===== src/inc/pcm_rx_pkg.sv =====
// Shared constants and types for the serial audio source and receiver ends
// ****************************************************************
// ****************************************************************
package pcm_rx_pkg;
	// ****************************************************************
	// Clocking and timing
	// ****************************************************************
	localparam int REF_PERIOD_NS     = 4;   // Local reference clock period
	localparam int BIT_PERIOD_NS     = 64;  // Bit clock period made by the source
	localparam int BIT_HALF_CYCLES   = BIT_PERIOD_NS / (2 * REF_PERIOD_NS);
	localparam int SYS_PERIOD_NS     = 16;  // System clock period made by the source
	localparam int SYS_HALF_CYCLES   = SYS_PERIOD_NS / (2 * REF_PERIOD_NS);
	localparam int IDLE_SYS_FRAMES   = 16;  // Frames with system clock low before internal
	localparam int SYS_DRIFT_MAX     = 5;   // Allowed system clocks of drift per frame
	localparam int BAD_FRAME_LIMIT   = 4;   // Bad frames tolerated before reinit
	localparam int CYCLES_PER_SAMPLE = 256; // Filter budget per input sample
	localparam int NORMAL_DELAY      = 22;  // Normal path group delay in samples
	localparam int LOW_LAT_DELAY     = 3;   // Low-latency path delay in whole samples
	localparam int RATIO_TOL_DIV     = 25;  // One part in 25 is four percent
	localparam int SAMPLE_W          = 32;  // Slot word width, MSB aligned
	// ****************************************************************
	// Types
	// ****************************************************************
	typedef enum logic [1:0] {RATIO_X8, RATIO_X4, RATIO_X2, RATIO_X1} interp_ratio_e;
	typedef enum logic {CLK_EXTERNAL, CLK_INTERNAL} clk_mode_e;
	// Bits of clock cycles per frame a frame may legally carry; 48 only while the external system clock is in use
	localparam logic [6:0] FRAME_BITS_32 = 7'h20;
	localparam logic [6:0] FRAME_BITS_48 = 7'h30;
	localparam logic [6:0] FRAME_BITS_64 = 7'h40;
	// Supported system clock multiples of the sample rate
	localparam int NUM_MULT = 12;
	localparam logic [11:0] SYS_MULT [NUM_MULT] = '{12'h040, 12'h080, 12'h0c0, 12'h100,
		12'h180, 12'h200, 12'h300, 12'h400, 12'h480, 12'h600, 12'h800, 12'hc00};
endpackage : pcm_rx_pkg


===== src/inc/pcm_link_if.sv =====
// Three-wire serial audio link plus optional system clock between the two ends
`timescale 1ns/1ns
interface pcm_link_if;
	logic sys_clock;        // System clock, held low when not supplied
	logic serial_bit_clock; // Bit clock
	logic lr_word_clock;    // Left/right word clock
	logic serial_data;      // Serial sample data
	// ****************************************************************
	// Party views
	// ****************************************************************
	modport source (output sys_clock, output serial_bit_clock, output lr_word_clock,
		output serial_data);
	modport sink (input sys_clock, input serial_bit_clock, input lr_word_clock,
		input serial_data);
endinterface : pcm_link_if


===== src/hdl/pcm_audio_receiver.sv =====
// Receiver end: deserialises, manages system clock source, guards sync, filters
`timescale 1ns/1ns
module pcm_audio_receiver
	import pcm_rx_pkg::*;
#(
	parameter int HIST_DEPTH = NORMAL_DELAY + 1  // Sample pairs kept for the filters
) (
	input  wire logic                i_ref_clk,
	input  wire logic                i_srst,
	input  wire logic                i_format_select_pin, // Pin: low I2S, high LJ
	input  wire logic                i_filter_select_pin, // Pin: 0 normal, 1 low latency
	input  wire logic [1:0]          i_interp_ratio,      // x8, x4, x2, bypass
	pcm_link_if.sink                 link,
	output logic                     o_pair_valid,        // One-cycle pulse per frame
	output logic [SAMPLE_W-1:0]      o_pair_left,
	output logic [SAMPLE_W-1:0]      o_pair_right,
	output logic                     o_out_valid,         // Interpolated output strobe
	output logic [SAMPLE_W-1:0]      o_out_left,
	output logic [SAMPLE_W-1:0]      o_out_right,
	output logic                     o_muted,             // Bipolar zero forced
	output logic                     o_internal_clock,    // Internal system clock in use
	output logic [6:0]               o_bits_per_frame,
	output logic [11:0]              o_sys_per_frame,
	output logic                     o_ratio_valid,       // Ratio matches a supported one
	output logic [3:0]               o_ratio_index
);
	// ****************************************************************
	// Pin synchronisers
	// ****************************************************************
	logic [5:0] sync1;  // First stage, read only by the second
	logic [5:0] sync2;  // Stable copies
	logic       sck_s, bck_s, lr_s, din_s, fmt_lj, flt_low;
	logic       bck_q, sck_q;  // Previous levels for edge finding
	logic       bck_rise, sck_rise;

	always_ff @(posedge i_ref_clk) begin
		if (i_srst) begin
			sync1 <= '0;
			sync2 <= '0;
		end else begin
			sync1 <= {link.sys_clock, link.serial_bit_clock, link.lr_word_clock,
				link.serial_data, i_format_select_pin, i_filter_select_pin};
			sync2 <= sync1;
		end
	end
	assign {sck_s, bck_s, lr_s, din_s, fmt_lj, flt_low} = sync2;

	// Edge finders on the stable copies
	always_ff @(posedge i_ref_clk) begin
		if (i_srst) begin
			bck_q <= 1'b0;
			sck_q <= 1'b0;
		end else begin
			bck_q <= bck_s;
			sck_q <= sck_s;
		end
	end
	assign bck_rise = bck_s && !bck_q;
	assign sck_rise = sck_s && !sck_q;

	// ****************************************************************
	// Deserialiser
	// ****************************************************************
	// I2S is turned into the left-justified view by taking the word clock one
	// bit late and inverted, so one slot engine serves both formats.
	logic                lr_prev;     // Word clock at the previous rising edge
	logic                lr_eff;      // High during the left slot
	logic                lr_eff_q;
	logic [5:0]          bit_idx;     // Bit within slot
	logic [SAMPLE_W-1:0] shreg;       // Slot word being filled
	logic [SAMPLE_W-1:0] left_hold;   // Finished left word
	logic [6:0]          frame_bits;  // Bit clocks in the current frame
	logic                slot_change, left_start, pair_done;

	assign lr_eff      = fmt_lj ? lr_s : !lr_prev;
	assign slot_change = bck_rise && (lr_eff != lr_eff_q);
	assign left_start  = slot_change && lr_eff;
	assign pair_done   = left_start;

	always_ff @(posedge i_ref_clk) begin
		if (i_srst) begin
			lr_prev  <= 1'b0;
			lr_eff_q <= 1'b0;
			bit_idx  <= '0;
			shreg    <= '0;
		end else if (bck_rise) begin
			lr_prev  <= lr_s;
			lr_eff_q <= lr_eff;
			if (slot_change) begin
				bit_idx <= 6'h01;
				shreg   <= {din_s, {(SAMPLE_W-1){1'b0}}};
			end else if (bit_idx < 6'(SAMPLE_W)) begin
				// Shorter samples leave the low bits zero, keeping MSB alignment
				shreg[SAMPLE_W-1-bit_idx[4:0]] <= din_s;
				bit_idx <= bit_idx + 1'b1;
			end
		end
	end

	// Slot words out; right closes when the next left begins
	always_ff @(posedge i_ref_clk) begin
		if (i_srst) begin
			left_hold    <= '0;
			o_pair_left  <= '0;
			o_pair_right <= '0;
			o_pair_valid <= 1'b0;
		end else begin
			o_pair_valid <= pair_done && !o_muted && !reinit;
			if (slot_change && !lr_eff) begin
				left_hold <= shreg;
			end
			if (pair_done) begin
				o_pair_left  <= left_hold;
				o_pair_right <= shreg;
			end
		end
	end

	// ****************************************************************
	// Frame measurement and clock supervision
	// ****************************************************************
	logic [11:0] sys_count;      // System clock edges this frame
	logic        sys_seen;       // Any system clock edge this frame
	logic [4:0]  idle_frames;    // Frames without system clock
	logic [2:0]  bad_frames;     // Consecutive malformed frames
	logic        seen_frame;     // A previous measurement exists
	logic        frame_ok, drift_bad, go_internal, go_external, reinit;
	logic [12:0] drift;

	function automatic logic [12:0] abs_diff(input logic [11:0] a, input logic [11:0] b);
		abs_diff = (a > b) ? 13'(a - b) : 13'(b - a);
	endfunction : abs_diff

	always_comb begin
		frame_ok = (frame_bits == FRAME_BITS_32) || (frame_bits == FRAME_BITS_64) ||
			((frame_bits == FRAME_BITS_48) && !o_internal_clock);
	end
	assign drift       = abs_diff(sys_count, o_sys_per_frame);
	assign drift_bad   = !o_internal_clock && seen_frame && (drift > 13'(SYS_DRIFT_MAX));
	assign go_internal = left_start && !o_internal_clock && !sys_seen &&
		(idle_frames == 5'(IDLE_SYS_FRAMES-1));
	assign go_external = o_internal_clock && sck_rise;
	// Malformed frames count up; the fifth in a row is one more than allowed
	assign reinit = go_internal || go_external || (left_start && (drift_bad ||
		(!frame_ok && bad_frames == 3'(BAD_FRAME_LIMIT))));

	// Bit clocks per frame, closed at each left slot start
	always_ff @(posedge i_ref_clk) begin
		if (i_srst) begin
			frame_bits       <= '0;
			o_bits_per_frame <= '0;
			bad_frames       <= '0;
			seen_frame       <= 1'b0;
		end else if (left_start) begin
			frame_bits       <= 7'h01;
			o_bits_per_frame <= frame_bits;
			seen_frame       <= 1'b1;
			bad_frames       <= frame_ok ? '0 :
				(bad_frames == 3'(BAD_FRAME_LIMIT)) ? bad_frames : bad_frames + 1'b1;
		end else if (bck_rise && frame_bits != 7'h7f) begin
			frame_bits <= frame_bits + 1'b1;
		end
	end

	// System clock edges per frame and idle-frame count
	always_ff @(posedge i_ref_clk) begin
		if (i_srst) begin
			sys_count       <= '0;
			sys_seen        <= 1'b0;
			idle_frames     <= '0;
			o_sys_per_frame <= '0;
		end else if (left_start) begin
			sys_count       <= '0;
			sys_seen        <= 1'b0;
			o_sys_per_frame <= sys_count;
			idle_frames     <= sys_seen ? '0 :
				(idle_frames == 5'(IDLE_SYS_FRAMES-1)) ? idle_frames : idle_frames + 1'b1;
		end else if (sck_rise) begin
			sys_count <= (sys_count == 12'hfff) ? sys_count : sys_count + 1'b1;
			sys_seen  <= 1'b1;
		end
	end

	// Clock source: external after reset, internal after a run of idle frames
	always_ff @(posedge i_ref_clk) begin
		if (i_srst) begin
			o_internal_clock <= 1'b0;
		end else if (go_external) begin
			o_internal_clock <= 1'b0;
		end else if (go_internal) begin
			o_internal_clock <= 1'b1;
		end
	end

	// Mute at once on reinit; lift after one clean frame
	always_ff @(posedge i_ref_clk) begin
		if (i_srst) begin
			o_muted <= 1'b1;
		end else if (reinit) begin
			o_muted <= 1'b1;
		end else if (left_start && frame_ok && !drift_bad) begin
			o_muted <= 1'b0;
		end
	end

	// Ratio detector: system clocks per frame against the table, four percent
	always_comb begin
		o_ratio_valid = 1'b0;
		o_ratio_index = '0;
		for (int k = 0; k < NUM_MULT; k++) begin
			if (18'(RATIO_TOL_DIV) * 18'(abs_diff(o_sys_per_frame, SYS_MULT[k])) <=
				18'(SYS_MULT[k])) begin
				o_ratio_valid = 1'b1;
				o_ratio_index = 4'(k);
			end
		end
	end

	// ****************************************************************
	// Interpolation filter
	// ****************************************************************
	// Delay lines only: the paths keep their group delays, while the response
	// shaping is held back to save area.
	logic [2*SAMPLE_W-1:0] hist [HIST_DEPTH];  // Newest pair in slot 0
	logic [8:0]            cyc;                 // Cycle within the sample budget
	logic [8:0]            step;                // Cycles between output points
	logic [2*SAMPLE_W-1:0] tap;

	always_ff @(posedge i_ref_clk) begin
		if (i_srst || reinit) begin
			for (int k = 0; k < HIST_DEPTH; k++) begin
				hist[k] <= '0;                              // Bipolar zero
			end
		end else if (o_pair_valid) begin
			hist[0] <= {o_pair_left, o_pair_right};
			for (int k = 1; k < HIST_DEPTH; k++) begin
				hist[k] <= hist[k-1];
			end
		end
	end

	// Tap selected by the filter pin
	assign tap  = flt_low ? hist[LOW_LAT_DELAY] : hist[NORMAL_DELAY];
	assign step = 9'(CYCLES_PER_SAMPLE) >> (2'h3 - i_interp_ratio); // x8 shifts by 3, bypass 0

	// Budget counter restarts on each new sample and stops at 256
	always_ff @(posedge i_ref_clk) begin
		if (i_srst) begin
			cyc <= 9'(CYCLES_PER_SAMPLE);
		end else if (o_pair_valid) begin
			cyc <= '0;
		end else if (cyc != 9'(CYCLES_PER_SAMPLE)) begin
			cyc <= cyc + 1'b1;
		end
	end

	always_ff @(posedge i_ref_clk) begin
		if (i_srst) begin
			o_out_valid <= 1'b0;
			o_out_left  <= '0;
			o_out_right <= '0;
		end else begin
			o_out_valid <= (cyc != 9'(CYCLES_PER_SAMPLE)) && ((cyc & (step - 1'b1)) == '0);
			o_out_left  <= o_muted ? '0 : tap[2*SAMPLE_W-1:SAMPLE_W];
			o_out_right <= o_muted ? '0 : tap[SAMPLE_W-1:0];
		end
	end
endmodule : pcm_audio_receiver


===== src/flat_wrapper.sv =====
// flat-port wrapper written by rule: the top's interface ports become plain ports
module pcm_audio_receiver_flat import pcm_rx_pkg::*;
#(
	parameter int HIST_DEPTH = NORMAL_DELAY + 1                                      
)
  (i_ref_clk, i_srst, i_format_select_pin, i_filter_select_pin, i_interp_ratio, o_pair_valid, o_pair_left, o_pair_right, o_out_valid, o_out_left, o_out_right, o_muted, o_internal_clock, o_bits_per_frame, o_sys_per_frame, o_ratio_valid, o_ratio_index, link_sys_clock, link_serial_bit_clock, link_lr_word_clock, link_serial_data);
  pcm_link_if link_i ();
  input  wire logic i_ref_clk;
  input  wire logic i_srst;
  input  wire logic i_format_select_pin;
  input  wire logic i_filter_select_pin;
  input  wire logic [1:0] i_interp_ratio;
  output logic o_pair_valid;
  output logic [SAMPLE_W-1:0] o_pair_left;
  output logic [SAMPLE_W-1:0] o_pair_right;
  output logic o_out_valid;
  output logic [SAMPLE_W-1:0] o_out_left;
  output logic [SAMPLE_W-1:0] o_out_right;
  output logic o_muted;
  output logic o_internal_clock;
  output logic [6:0] o_bits_per_frame;
  output logic [11:0] o_sys_per_frame;
  output logic o_ratio_valid;
  output logic [3:0] o_ratio_index;
  input wire logic [$bits(link_i.sys_clock)-1:0] link_sys_clock;
  input wire logic [$bits(link_i.serial_bit_clock)-1:0] link_serial_bit_clock;
  input wire logic [$bits(link_i.lr_word_clock)-1:0] link_lr_word_clock;
  input wire logic [$bits(link_i.serial_data)-1:0] link_serial_data;
  assign link_i.sys_clock = link_sys_clock;
  assign link_i.serial_bit_clock = link_serial_bit_clock;
  assign link_i.lr_word_clock = link_lr_word_clock;
  assign link_i.serial_data = link_serial_data;
  pcm_audio_receiver #(.HIST_DEPTH(HIST_DEPTH)) u_core (.i_ref_clk(i_ref_clk), .i_srst(i_srst), .i_format_select_pin(i_format_select_pin), .i_filter_select_pin(i_filter_select_pin), .i_interp_ratio(i_interp_ratio), .link(link_i), .o_pair_valid(o_pair_valid), .o_pair_left(o_pair_left), .o_pair_right(o_pair_right), .o_out_valid(o_out_valid), .o_out_left(o_out_left), .o_out_right(o_out_right), .o_muted(o_muted), .o_internal_clock(o_internal_clock), .o_bits_per_frame(o_bits_per_frame), .o_sys_per_frame(o_sys_per_frame), .o_ratio_valid(o_ratio_valid), .o_ratio_index(o_ratio_index));
endmodule

===== config.mk =====
export PLATFORM = sky130hd
export DESIGN_NAME = pcm_audio_receiver_flat
export DESIGN_NICKNAME = d
export VERILOG_FILES = /design/src/inc/pcm_rx_pkg.sv /design/src/inc/pcm_link_if.sv /design/src/hdl/pcm_audio_receiver.sv /design/src/flat_wrapper.sv
export SDC_FILE = /design/constraint.sdc
export NUM_CORES = 2
export LEC_CHECK = 0
export BUFFER_PORTS_ARGS = -buffer_cell sky130_fd_sc_hd__buf_2
export CAP_MARGIN = 20
export CORE_ASPECT_RATIO = 1.1
export CORE_UTILIZATION = 50
export CTS_CLUSTER_DIAMETER = 100
export CTS_CLUSTER_SIZE = 8
export DETAILED_ROUTE_END_ITERATION = 6
export GPL_ROUTABILITY_DRIVEN = 1
export MAX_ROUTING_LAYER = met4
export PLACE_DENSITY = 0.72
export RECOVER_POWER = 50
export SLEW_MARGIN = 20
export SYNTH_ARGS = -nofsm -noshare
export SYNTH_HDL_FRONTEND = slang
export SYNTH_SLANG_ARGS = --single-unit

===== constraint.sdc =====
create_clock -name i_ref_clk -period 46.1 [get_ports i_ref_clk]
set_clock_uncertainty 0.1 [all_clocks]
set_input_delay 4.61 -clock i_ref_clk [delete_from_list [all_inputs] [get_ports i_ref_clk]]
set_output_delay 4.61 -clock i_ref_clk [all_outputs]
set_load 0.01 [all_outputs]

==> out/metrics.cfg <==
[grt]
grt_use_met3_pct = 3.09
met2_usage_pct = 30.1
grt_util_met1_pct = 29.6
grt_pass1_wl_um = 271000
overflow = 0
grt-busiest-layer = met2
grt_max_degree = 300
grt.total_usage_pct = 20.6
grt_pass1_vias = 49400
antenna_found_initial = 4

[critical_path]
rr_worst_depth = 19
rrSetupSlack_ns = 30.26
reg2reg_from = u_core.o_sys_per_frame[8]$_SDFFE_PP0P_
worst-path-max-fanout = 128
crit_required_ns = 46.67
cp.arrival_ns = 18.24
start_kind = input pin
r2r-end = u_core.hist[0][1111]$_SDFFCE_PN0P_
critPathCaptureType = flop
worstSetupPathType = in -> reg
crit_path_start = i_srst

[cts]
insertion_delay_ns = 0.83
cts_sinks = 1747
cts_tree = done
htreeDepth = 4
clockBufferDepth = 3
cts_setup_buffers = 0
hold_buffers = 0
cts_buffers = 236
cts.repair.resized = 0
path_clk_slew_ns = 0.05
root_buffer = clkbuf_16

[power]
power_frac_seq_pct = 51.5
clockPowerShare_pct = 44.7
power_density_nw_per_um2 = 38.0
leakage_nw = 40.5
power_switching_share_pct = 21.4
p_comb_share_pct = 3.8
peakVddDrop_v = 0.0000480
intPower_mw = 2.76
p_sw_mw = 0.753

[hold_path]
min_to = u_core.sync2[4]$_SDFF_PP0_
min_path_cells = 1
hold_path_startpoint = u_core.sync1[4]$_SDFF_PP0_
hold_class = reg -> reg

[routing]
via_count = 51200
wl_per_cell_um = 18.8
wirelength_um = 171000
drtPass1Iterations = 5
vias_per_cell = 5.63
drtAntennaViolNets = 0
drc = 0
drt-initial-drc-count = 4804

[floorplanning]
num_rows = 157
start_util_pct = 50.4
die_area_um2 = 170000
coreArea_um2 = 167000
die_y_um = 432
ioPinCount = 166
die_w_um = 393

[timing]
setup_viol = 0
worstMarginPinSlew_ns = 4.82
finalCritPeriodShare_pct = 38.3
hold_violations = 0
drv_slew = 1634
min_period_ns = 17.67
rsz0062_at_grt = no
setup_tns_ns = 0
slew_headroom_pct = -222
max_freq_mhz = 56.6

[synthesis]
synth_seq_cells = 1747
synth_flop_cell = edfxtp_1
synth_area_um2 = 84000
ys_types = 91
syn_nets = 7389
ys_seq_area_share_pct = 59.2
yosysWarnings = 0
synth.avg_cell_area_um2 = 12.6
synthArstFlopShare_pct = 0
synth_cells = 6690
synth_edf_count = 1472

[status]
run_status = finished, violations left
violations = capacitance limit, slew limit

[final_layout]
final_common_cell = edfxtp_1
final_cells = 9095
layout.nets = 7449
drive_gt1_share_pct = 5.77
final_cell_mix = edfxtp_1 (1472), and3_1 (1165), ha_1 (591)
syn2layout_area_growth_pct = 10.0
utilization_pct = 55.5

[placed_design]
gp_congestion = 0.903
dpl.cell_count = 8735
io_buffers = 165
dp_hpwl_um = 107000

[flow_run]
maxCapViolCount = 21

-- logic make-up (layout without fill, tap and decap cells) --
| kind of cell | after synthesis | after routing | synth area share (%) |
|---|---|---|---|
| buf+inv | 701 | 879 | 4.08 |
| xor+xnor | 213 | 213 | 2.22 |
| simple gates | 2482 | 2482 | 16.4 |
| compound gates | 732 | 732 | 5.42 |
| other cells | 0 | 1 | 0 |
| mux | 126 | 126 | 1.53 |
| flops | 1747 | 1747 | 59.2 |
| fa+ha+maj | 689 | 689 | 11.1 |
-- metal layers --
metal / vias up / part of all wire [%] / wire length (um)
met3: 265 / 5.4 / 9190
met4: 0 / 2.4 / 4060
met5: - / 0 / 0
li1: 24400 / - / -
met1: 25300 / 47 / 80200
met2: 1318 / 45 / 77600
-- worst max path at each step --
| stage | slack, ns | endpoint |
|---|---|---|
| final | 28.43 | u_core.hist[0][1111]$_SDFFCE_PN0P_ |
| after detailed placement | 34.21 | o_ratio_index[0] |
| after CTS | 33.31 | o_ratio_index[0] |
| after global routing | 27.15 | u_core.hist[0][1111]$_SDFFCE_PN0P_ |
| after global placement | 34.61 | o_ratio_index[0] |
| after floorplan | 3.65 | u_core.hist[0][0]$_SDFFCE_PN0P_ |
-- layout make-up --
| class | instances | area (um2) |
|---|---|---|
| fill | 13700 | 74200 |
| antenna | 1 | 2.50 |
| multi-input combinational | 4242 | 30900 |
| clock buffer | 340 | 6300 |
| sequential | 1747 | 49700 |
| tap | 2226 | 2790 |
| inverter | 272 | 1020 |
| clock inverter | 16 | 433 |
| timing repair buffer | 251 | 1270 |
-- cell usage after synthesis, types with 10 or more instances --
| library cell | instances | share of area (%) |
|---|---|---|
| buf_4 | 18 | 0.16 |
| xor2_1 | 42 | 0.44 |
| o22ai_1 | 10 | 0.074 |
| o211ai_1 | 16 | 0.14 |
| nand2_1 | 369 | 1.6 |
| nor2_1 | 309 | 1.4 |
| or2_2 | 10 | 0.074 |
| fa_1 | 98 | 2.3 |
| clkbuf_2 | 22 | 0.13 |
| o21a_1 | 31 | 0.28 |
| and2_1 | 331 | 2.5 |
| o21bai_1 | 16 | 0.14 |
| xnor2_1 | 171 | 1.8 |
| nor3_1 | 63 | 0.38 |
| buf_1 | 19 | 0.085 |
| nor4_1 | 18 | 0.13 |
| nor2b_1 | 47 | 0.35 |
| inv_1 | 263 | 1.2 |
| clkbuf_1 | 263 | 1.2 |
| nor3b_1 | 11 | 0.098 |
| o31ai_1 | 11 | 0.098 |
| ha_1 | 591 | 8.8 |
| a22oi_1 | 30 | 0.27 |
| a211oi_1 | 31 | 0.28 |
| nand3_1 | 51 | 0.30 |
| a21o_1 | 25 | 0.22 |
| dfxtp_1 | 275 | 6.6 |
| a21boi_0 | 12 | 0.11 |
| a31oi_1 | 21 | 0.16 |
| mux2i_1 | 107 | 1.3 |
| buf_2 | 27 | 0.16 |
| mux2_2 | 19 | 0.25 |
| buf_6 | 72 | 0.97 |
| nand4_1 | 22 | 0.16 |
| and3_1 | 1165 | 8.7 |
| a21oi_1 | 307 | 1.8 |
| edfxtp_1 | 1472 | 53 |
| nand2b_1 | 40 | 0.30 |
| o21ai_0 | 123 | 0.73 |
-- critical path, cell delays in order --
cell and delay, ns:
clkbuf_1 1.36, or3b_2 1.02, o211ai_4 0.09, clkbuf_1 2.53, clkbuf_1 2.25, clkbuf_1 2.99
buf_4 1.09, buf_4 0.92, buf_4 0.81, and3_1 0.35
-- per-stage QoR --
step | cell area [um2] | setup slack, ns | hold slack, ns | power, mW
after floorplan | 84000 | 3.65 | 0.314 | 2.06
after global placement | 85900 | 34.61 | 0.316 | 1.97
after detailed placement | 85900 | 34.21 | 0.323 | 1.97
after CTS | 92600 | 33.31 | 0.333 | 3.55
after global routing | 92400 | 27.15 | 0.359 | 3.63
final | 92400 | 28.43 | 0.329 | 3.52
-- state kept, by name (all words and copies together) (netlist names), 3 cells and up --
name,count
u_core.sync1,6
u_core.hist,1472
u_core.o_pair_right,32
u_core.bad_frames,3
u_core.o_out_right,32
u_core.frame_bits,7
u_core.bit_idx,6
u_core.o_bits_per_frame,7
u_core.sync2,6
u_core.o_pair_left,32
u_core.o_out_left,32
u_core.cyc,9
u_core.left_hold,32
u_core.shreg,32
u_core.sys_count,12
u_core.idle_frames,5
u_core.o_sys_per_frame,12
-- power by group through the flow --
stage | logic (mW) | clock network (mW) | registers [mW]
after CTS | 0.137 | 1.60 | 1.81
after global routing | 0.151 | 1.67 | 1.81
after global placement | 0.133 | 0 | 1.83
final | 0.134 | 1.57 | 1.81
after detailed placement | 0.136 | 0 | 1.84
after floorplan | 0.120 | 0 | 1.94
(Power assumes the default switching activity.)
